File: config.mk
export PLATFORM = sky130hd
export DESIGN_NAME = esc_core
export DESIGN_NICKNAME = d
export VERILOG_FILES = /design/src/include/esc_pkg.sv /design/src/hw/esc_core.sv
export SDC_FILE = /design/constraint.sdc
export NUM_CORES = 1
export LEC_CHECK = 0
export BUFFER_PORTS_ARGS = -buffer_cell sky130_fd_sc_hd__buf_2
export CAP_MARGIN = 20
export CORE_AREA = 4 4 145 147
export CTS_CLUSTER_SIZE = 40
export DETAILED_ROUTE_END_ITERATION = 6
export DIE_AREA = 0 0 149 151
export MAX_ROUTING_LAYER = met4
export PLACE_DENSITY = 0.64
export SETUP_SLACK_MARGIN = 0.2
export SYNTH_ARGS = -nofsm -noshare
export SYNTH_HDL_FRONTEND = slang
export SYNTH_SLANG_ARGS = --single-unit
File: constraint.sdc
create_clock -name sys_clk -period 8.8 [get_ports sys_clk]
set_clock_uncertainty 0.15 [all_clocks]
set_input_delay 0 -clock sys_clk [delete_from_list [all_inputs] [get_ports sys_clk]]
set_output_delay 0 -clock sys_clk [all_outputs]
set_load 0.02 [all_outputs]
File: src/include/esc_pkg.sv
// constants for the encoder serial command decoder
package esc_pkg;
	localparam logic [4:0] CMD_ANGLE_READ = 5'h00;
	localparam logic [4:0] CMD_TURN_READ = 5'h01;
	localparam logic [4:0] CMD_SINE_SETUP_READ = 5'h02;
	localparam logic [4:0] CMD_STORE_REF = 5'h03;
	localparam logic [4:0] CMD_BOTH_READ = 5'h04;
	localparam logic [4:0] CMD_COS_SETUP_READ = 5'h06;
	localparam logic [4:0] CMD_USER_SETTING_READ = 5'h07;
	localparam logic [4:0] CMD_POWER_CONFIG = 5'h11;
	localparam logic [4:0] CMD_SINE_SETUP_WRITE = 5'h12;
	localparam logic [4:0] CMD_FILTER_AND_CLEAR = 5'h13;
	localparam logic [4:0] CMD_TEST_SETTING = 5'h15;
	localparam logic [4:0] CMD_COS_SETUP_WRITE = 5'h16;
	localparam logic [4:0] CMD_USER_SETTING_WRITE = 5'h17;
	localparam int CMD_BITS = 5;
	localparam int DATA_BITS = 16;
	localparam logic [4:0] FRAME_BITS = 5'h15;
	localparam int BIT_SLEEP = 15;
	localparam int BIT_GEN_RST = 10;
	localparam int BIT_MEM_RELOAD = 15;
	localparam int BIT_TURN_CLEAR = 14;
	localparam int BIT_DEBOUNCE = 13;
	localparam logic [6:0] THRESH_RESET = 7'h04;
	localparam logic [6:0] THRESH_MIN = 7'h04;
	localparam logic [2:0] GAIN_RESET = 3'h0;
	localparam logic [15:0] SETUP_RESET = 16'h0000;
	localparam logic DEBOUNCE_RESET = 1'b1;
endpackage : esc_pkg

File: src/hw/esc_core.sv
// normal-mode serial command decoder of the rotary encoder
`timescale 1ns/1ps

// Summary of operation
// - frame is 5 command bits msb first, then 16 data bits, under chip select
// - code 00000 returns lock, gain level, angle, parity in bit 0
// - code 00001 returns lock, gain level, turn count, parity
// - readout parity bit makes the whole word even
// - lock flag set only while the converter is locked
// - code 00100 returns turn count high byte, angle low byte, no parity
// - code 00011 stores present angle and returns it with parity
// - store reply bits 15..13: storage supply, main supply, stored flag
// - code 10001 bit 15 enters sleep, cleared bit leaves sleep
// - lock reads low in angle and turn readouts while asleep
// - code 10101 bit 10 triggers digital reset
// - code 10111 loads threshold bits 15..9, gain bits 8..6
// - threshold resets to 4 and never goes below 4
// - code 00111 returns threshold and gain in write layout with parity
// - debounce on after reset, bit of 10011; output moves after 2 equal values
// - 10011 reload bit pulses a memory reread request
// - 10011 clear bit resets the turn counter to 0
// - 10110 cosine, 10010 sine: disable bit 2k+1, invert bit 2k
// - invert flips element polarity, disable removes it from channel
// - 00110 and 00010 read element setup; setup resets to 0
module esc_core (
	input wire logic sys_clk,
	input wire logic rst,
	input wire logic chip_select,
	input wire logic serial_clk,
	input wire logic bidir_serial_line_in,
	output logic bidir_serial_line_out,
	output logic bidir_serial_line_oe,
	input wire logic [7:0] angle_in,
	input wire logic [5:0] gain_level_in,
	input wire logic adc_locked,
	input wire logic backup_supply_ok,
	input wire logic main_supply_ok,
	input wire logic turn_up,
	input wire logic turn_down,
	input wire logic [7:0] element_signs,
	output logic [7:0] angle_out,
	output logic signed [4:0] cos_sum,
	output logic signed [4:0] sin_sum,
	output logic sleep_request,
	output logic digital_reset,
	output logic memory_reload,
	output logic [6:0] wake_threshold,
	output logic [2:0] path_gain,
	output logic output_debounce_enable
);
	// ****************************************
	// input synchronisers
	// ****************************************
	logic [2:0] cs_sync_r;
	logic [2:0] clk_sync_r;
	logic [1:0] din_sync_r;
	always_ff @(posedge sys_clk) begin
		if (rst) begin
			cs_sync_r <= 3'h0;
			clk_sync_r <= 3'h0;
			din_sync_r <= 2'h0;
		end else begin
			cs_sync_r <= {cs_sync_r[1:0], chip_select};
			clk_sync_r <= {clk_sync_r[1:0], serial_clk};
			din_sync_r <= {din_sync_r[0], bidir_serial_line_in};
		end
	end
	wire cs_act = cs_sync_r[1];
	wire cs_rise = cs_sync_r[1] & ~cs_sync_r[2];
	wire sclk_rise = clk_sync_r[1] & ~clk_sync_r[2];
	wire sclk_fall = ~clk_sync_r[1] & clk_sync_r[2];
	wire din = din_sync_r[1];

	function automatic logic even_bit(input logic [14:0] v);
		even_bit = ^v;
	endfunction : even_bit

	// ****************************************
	// frame state
	// ****************************************
	typedef enum logic [1:0] {ESC_IDLE, ESC_CMD, ESC_READ, ESC_WRITE} esc_state_e;
	esc_state_e state_r;
	esc_state_e state_nxt;
	logic [4:0] bit_cnt_r;
	logic [4:0] cmd_r;
	logic [15:0] shift_r;
	logic [15:0] reply_r;
	logic out_r;
	logic oe_r;

	logic [6:0] thresh_r;
	logic [2:0] gain_r;
	logic [15:0] cos_setup_r;
	logic [15:0] sin_setup_r;
	logic sleep_r;
	logic debounce_r;
	logic [7:0] turns_r;
	logic [7:0] ref_angle_r;
	logic ref_set_r;
	logic reset_pulse_r;
	logic reload_r;

	wire [4:0] cmd_now = {cmd_r[3:0], din};
	wire cmd_done = (state_r == ESC_CMD) && sclk_rise
		&& (bit_cnt_r == 5'(esc_pkg::CMD_BITS - 1));
	wire is_read = ~cmd_now[4];
	wire frame_end = sclk_rise && (bit_cnt_r == esc_pkg::FRAME_BITS - 5'h01);
	wire write_done = (state_r == ESC_WRITE) && frame_end;
	wire [15:0] wdata = {shift_r[14:0], din};

	wire lock_bit = adc_locked & ~sleep_r;
	wire [14:0] angle_body = {lock_bit, gain_level_in, angle_out};
	wire [14:0] turn_body = {lock_bit, gain_level_in, turns_r};
	wire [14:0] user_body = {thresh_r, gain_r, 5'h00};
	wire [14:0] store_body = {backup_supply_ok, main_supply_ok, 1'b1, 4'h0, angle_out};

	logic [15:0] reply_sel;
	always_comb begin
		case (cmd_now)
			esc_pkg::CMD_ANGLE_READ: reply_sel = {angle_body, even_bit(angle_body)};
			esc_pkg::CMD_TURN_READ: reply_sel = {turn_body, even_bit(turn_body)};
			esc_pkg::CMD_BOTH_READ: reply_sel = {turns_r, angle_out};
			esc_pkg::CMD_STORE_REF: reply_sel = {store_body, even_bit(store_body)};
			esc_pkg::CMD_USER_SETTING_READ: reply_sel = {user_body, even_bit(user_body)};
			esc_pkg::CMD_COS_SETUP_READ: reply_sel = cos_setup_r;
			esc_pkg::CMD_SINE_SETUP_READ: reply_sel = sin_setup_r;
			default: reply_sel = 16'h0000;
		endcase
	end

	always_comb begin
		state_nxt = state_r;
		case (state_r)
			ESC_IDLE: if (cs_rise) state_nxt = ESC_CMD;
			ESC_CMD: if (cmd_done) state_nxt = is_read ? ESC_READ : ESC_WRITE;
			ESC_READ: if (frame_end) state_nxt = ESC_IDLE;
			ESC_WRITE: if (frame_end) state_nxt = ESC_IDLE;
			default: state_nxt = ESC_IDLE;
		endcase
		if (!cs_act) state_nxt = ESC_IDLE;
	end

	always_ff @(posedge sys_clk) begin
		if (rst || reset_pulse_r) begin
			state_r <= ESC_IDLE;
			bit_cnt_r <= 5'h00;
			cmd_r <= 5'h00;
			shift_r <= 16'h0000;
		end else begin
			state_r <= state_nxt;
			if (state_r == ESC_IDLE) begin
				bit_cnt_r <= 5'h00;
			end else if (sclk_rise) begin
				bit_cnt_r <= bit_cnt_r + 5'h01;
				if (state_r == ESC_CMD) cmd_r <= cmd_now;
				shift_r <= wdata;
			end
		end
	end

	// ****************************************
	// reply driver
	// ****************************************
	// data changes on falling clock so it is stable at the controller's rising sample
	always_ff @(posedge sys_clk) begin
		if (rst || reset_pulse_r) begin
			reply_r <= 16'h0000;
			out_r <= 1'b0;
			oe_r <= 1'b0;
		end else if (!cs_act || state_r == ESC_IDLE) begin
			oe_r <= 1'b0;
			out_r <= 1'b0;
		end else if (cmd_done && is_read) begin
			reply_r <= reply_sel;
		end else if (state_r == ESC_READ && sclk_fall) begin
			// drive only after the command phase
			oe_r <= 1'b1;
			out_r <= reply_r[15];
			reply_r <= {reply_r[14:0], 1'b0};
		end
	end
	assign bidir_serial_line_out = out_r;
	assign bidir_serial_line_oe = oe_r;

	// ****************************************
	// write decode
	// ****************************************
	// only listed codes strobe a register
	wire wr_user = write_done && (cmd_r == esc_pkg::CMD_USER_SETTING_WRITE);
	wire wr_cos = write_done && (cmd_r == esc_pkg::CMD_COS_SETUP_WRITE);
	wire wr_sin = write_done && (cmd_r == esc_pkg::CMD_SINE_SETUP_WRITE);
	wire wr_test = write_done && (cmd_r == esc_pkg::CMD_TEST_SETTING);
	wire wr_filter = write_done && (cmd_r == esc_pkg::CMD_FILTER_AND_CLEAR);
	wire wr_power = write_done && (cmd_r == esc_pkg::CMD_POWER_CONFIG);
	wire store_now = cmd_done && (cmd_now == esc_pkg::CMD_STORE_REF);
	wire [6:0] thresh_w = wdata[15:9];

	always_ff @(posedge sys_clk) begin
		if (rst || reset_pulse_r) begin
			thresh_r <= esc_pkg::THRESH_RESET;
			gain_r <= esc_pkg::GAIN_RESET;
			cos_setup_r <= esc_pkg::SETUP_RESET;
			sin_setup_r <= esc_pkg::SETUP_RESET;
			sleep_r <= 1'b0;
			debounce_r <= esc_pkg::DEBOUNCE_RESET;
			ref_angle_r <= 8'h00;
			ref_set_r <= 1'b0;
			reload_r <= 1'b0;
		end else begin
			reload_r <= 1'b0;
			if (wr_user) begin
				thresh_r <= (thresh_w < esc_pkg::THRESH_MIN) ? esc_pkg::THRESH_MIN : thresh_w;
				gain_r <= wdata[8:6];
			end
			if (wr_cos) cos_setup_r <= wdata;
			if (wr_sin) sin_setup_r <= wdata;
			if (wr_power) sleep_r <= wdata[esc_pkg::BIT_SLEEP];
			if (wr_filter) begin
				debounce_r <= wdata[esc_pkg::BIT_DEBOUNCE];
				reload_r <= wdata[esc_pkg::BIT_MEM_RELOAD];
			end
			if (store_now) begin
				ref_angle_r <= angle_out;
				ref_set_r <= 1'b1;
			end
		end
	end

	// reset pulse outlives one cycle only; this block is cleared by rst alone, not by the pulse
	always_ff @(posedge sys_clk) begin
		if (rst) begin
			reset_pulse_r <= 1'b0;
		end else begin
			reset_pulse_r <= wr_test & wdata[esc_pkg::BIT_GEN_RST];
		end
	end

	// ****************************************
	// turn counter and angle debounce
	// ****************************************
	logic [7:0] cand_r;
	always_ff @(posedge sys_clk) begin
		if (rst || reset_pulse_r) begin
			turns_r <= 8'h00;
			angle_out <= 8'h00;
			cand_r <= 8'h00;
		end else begin
			if (wr_filter && wdata[esc_pkg::BIT_TURN_CLEAR]) turns_r <= 8'h00;
			else if (turn_up && !turn_down) turns_r <= turns_r + 8'h01;
			else if (turn_down && !turn_up) turns_r <= turns_r - 8'h01;
			cand_r <= angle_in;
			// two equal new samples before change
			if (!debounce_r || (angle_in == cand_r)) angle_out <= angle_in;
		end
	end

	// ****************************************
	// hall array combination
	// ****************************************
	function automatic logic signed [4:0] channel_sum(input logic [15:0] setup,
		input logic [7:0] signs);
		logic signed [4:0] acc;
		acc = 5'sd0;
		for (int k = 0; k < 8; k++) begin
			if (!setup[2*k+1]) begin
				acc = (signs[k] ^ setup[2*k]) ? acc - 5'sd1 : acc + 5'sd1;
			end
		end
		channel_sum = acc;
	endfunction : channel_sum

	assign cos_sum = channel_sum(cos_setup_r, element_signs);
	assign sin_sum = channel_sum(sin_setup_r, element_signs);
	assign sleep_request = sleep_r;
	assign digital_reset = reset_pulse_r;
	assign memory_reload = reload_r;
	assign wake_threshold = thresh_r;
	assign path_gain = gain_r;
	assign output_debounce_enable = debounce_r;
endmodule : esc_core

==> results.ini <==
[drt]
via_per_inst = 5.39
vias = 7392
drc = 0
detail_route.wl_per_cell_um = 16.4
wirelength_um = 22500
firstDrtPassIters = 5
drtIter0Drc = 504
ant_nets = 0

[power_and_ir_drop]
peakVddDrop_v = 0.000157
p_leak_nw = 4.24
power.density_nw_per_um2 = 274

[finish]
final_nets = 1183
layout_commonest_cell = dfxtp_1
final_cell_mix = dfxtp_1 (121), nand2_1 (104), nor2_1 (104)
n_antenna_cell = 0
areaGrowthSynthToFinish_pct = 18.2
drive_gt1_share_pct = 17.7

[worst_setup_path]
crit_arrival_ns = 8.06
max_stage_delay_ns = 0.54
slowest_stage = fa_1
cp_max_fo = 6
cp-end-kind = output port
crit_family = adder cells
start_kind = flip-flop
required_ns = 8.65
worstSetupPathType = reg -> out
critical_path.most_common_cell = ha_4
critPathBufInv = 3

[clock_tree]
clock_latency_ns = 0.42
cts_tree = yes
cts.clk_slew.worst_paths_ns = 0.05
clock_sinks = 123
cts_htree_levels = 4
root_buffer = clkbuf_16
numCtsBuffers = 17
max-clock-path-buffers = 2

[sta]
setup_ws_ns = 0.593
final.setup.tns_ns = 0
setup_viol = 0
hold_viol = 0
slew_viol_final = 0
fmax_mhz = 122
finalCritPeriodShare_pct = 93.3
relSlewSlack_pct = 30.4
rsz0062_at_grt = yes
min_period_ns = 8.21
tightest_slew_ns = 1.04

[global_route]
track_usage_pct = 20.6
globalRouteOverflowTotal = 0
antenna_found_initial = 0
grt_max_degree = 87
grt_pass1_wl_um = 36100
grt_pass1_vias = 6963

[synth]
syn_area_per_cell_um2 = 8.51
syn_nets = 1120
synth_edf_count = 0
synth_top_area_share_pct = 28.2
synthFlopType = dfxtp_1
seq_area_frac_synth_pct = 28.2
synthArstFlopShare_pct = 0
syn_inst = 1025
synth_top_area_cell = dfxtp_1
yosysWarnings = 0
synthTopCellsByArea = dfxtp_1 (28%), xnor2_1 (7.8%), ha_1 (6.5%)
ys_ff_latch = 123
synth_cell_types = 73
netlist_area_um2 = 8720

[die]
rows = 52
fp.dieW_um = 149
die_area_um2 = 22500
core-area_um2 = 19900
die_h_um = 151
io_pins = 66
start_util_pct = 43.8

[job]
max_cap_violations = 0

[status]
outcome = finished, final reports clean

[placement]
port_buffers = 65
hpwlAfterDp_um = 16500
gp_congestion = 0.889
place_ws_ns = 0.310

[min_path]
holdCritPathClass = in -> reg

[stage by stage]
stage               area (µm²)  total power, mW  utilization (%)  hold slack (ns)  std cells
CTS                      10100             2.72             50.7           0.0200       1366
global placement          9220             1.95             46.3           0.0625       1313
finish                   10300             2.83             51.7           0.0298       1371
global route             10300             3.02             51.7           0.0597       1371
detailed placement        9220             1.96             46.3           0.0658       1313
floorplan                 8720             1.71                -          -0.0283       1025
[repair_timing]
action	in CTS	in global routing
hold endpoints to repair	32	0
pin swaps	2	17
hold buffers	20	0
setup buffers	1	5
endpoints found under the setup margin	2	2
gates resized for setup	10	27
[state kept, by name, indices dropped and copies added, names as in the netlist, 7 cells and up]
signal and flops:
sin_setup_r 16, cand_r 8, reply_r 16, angle_out 8, wake_threshold 7, cos_setup_r 16, shift_r 15, turns_r 8
[layer usage]
| layer | up-vias | track usage [%] | share of wire, % |
|---|---|---|---|
| li1 | 3675 | - | - |
| met1 | 3511 | 27.7 | 46 |
| met3 | 20 | 2.75 | 5.0 |
| met4 | 0 | 4.85 | 1.2 |
| met5 | - | - | 0 |
| met2 | 186 | 33.2 | 48 |
[cells in the mapped netlist, types with 14 or more instances]
master,instances
a211oi_1,15
a21o_1,15
a21oi_1,79
a222oi_1,14
clkbuf_1,44
dfxtp_1,123
fa_1,18
ha_1,45
inv_1,50
mux2_2,15
mux2i_1,46
nand2_1,104
nand3_1,24
nor2_1,106
nor2b_1,22
xnor2_1,78
xor2_1,28
[power breakdown]
group,leakage (nW),switching [mW],internal [mW]
Sequential,0.997,0.0246,0.571
Clock,0.299,0.248,0.466
Combinational,2.95,0.730,0.787
Total,4.24,1.00,1.82
[final timing paths]
path	from	endpoint	slack, ns	cells past startpoint
max	sin_setup_r[0]	sin_sum[4]	0.59	35
min	main_supply_ok	reply_r[14]	0.03	7
max reg2reg	clk_sync_r[1]	reply_r[5]	5.72	7
min reg2reg	cs_sync_r[0]	cs_sync_r[1]	0.28	1
[kinds of logic (layout without fill, tap and decap cells)]
| logic type | after synthesis | in the layout | share of synthesized area [%] |
|---|---|---|---|
| flip-flops | 123 | 123 | 28.2 |
| buffers and inverters | 116 | 192 | 5.42 |
| AND/OR/NAND/NOR | 332 | 332 | 17.9 |
| AO/OA/AOI/OAI | 206 | 206 | 15.9 |
| multiplexers | 66 | 66 | 8.08 |
| XOR/XNOR | 119 | 119 | 13.9 |
| adder cells (fa/ha/maj) | 63 | 63 | 10.6 |
[tightest hold or removal path: cells and delay by family]
kind | cells | cell delay [ns]
compound gates | 2 | 0.13
buf+inv | 1 | 0.12
mux | 1 | 0.07
simple gates | 3 | 0.25
[final cells by class]
cell class	count	area, µm²
Fill cell	1932	9610
Multi-Input combinational cell	786	6010
Sequential cell	123	2460
Timing Repair Buffer	102	656
Clock buffer	21	470
Tap cell	270	338
Inverter	58	218
Clock inverter	11	143
No activity file was read; power rests on OpenSTA's default activity.
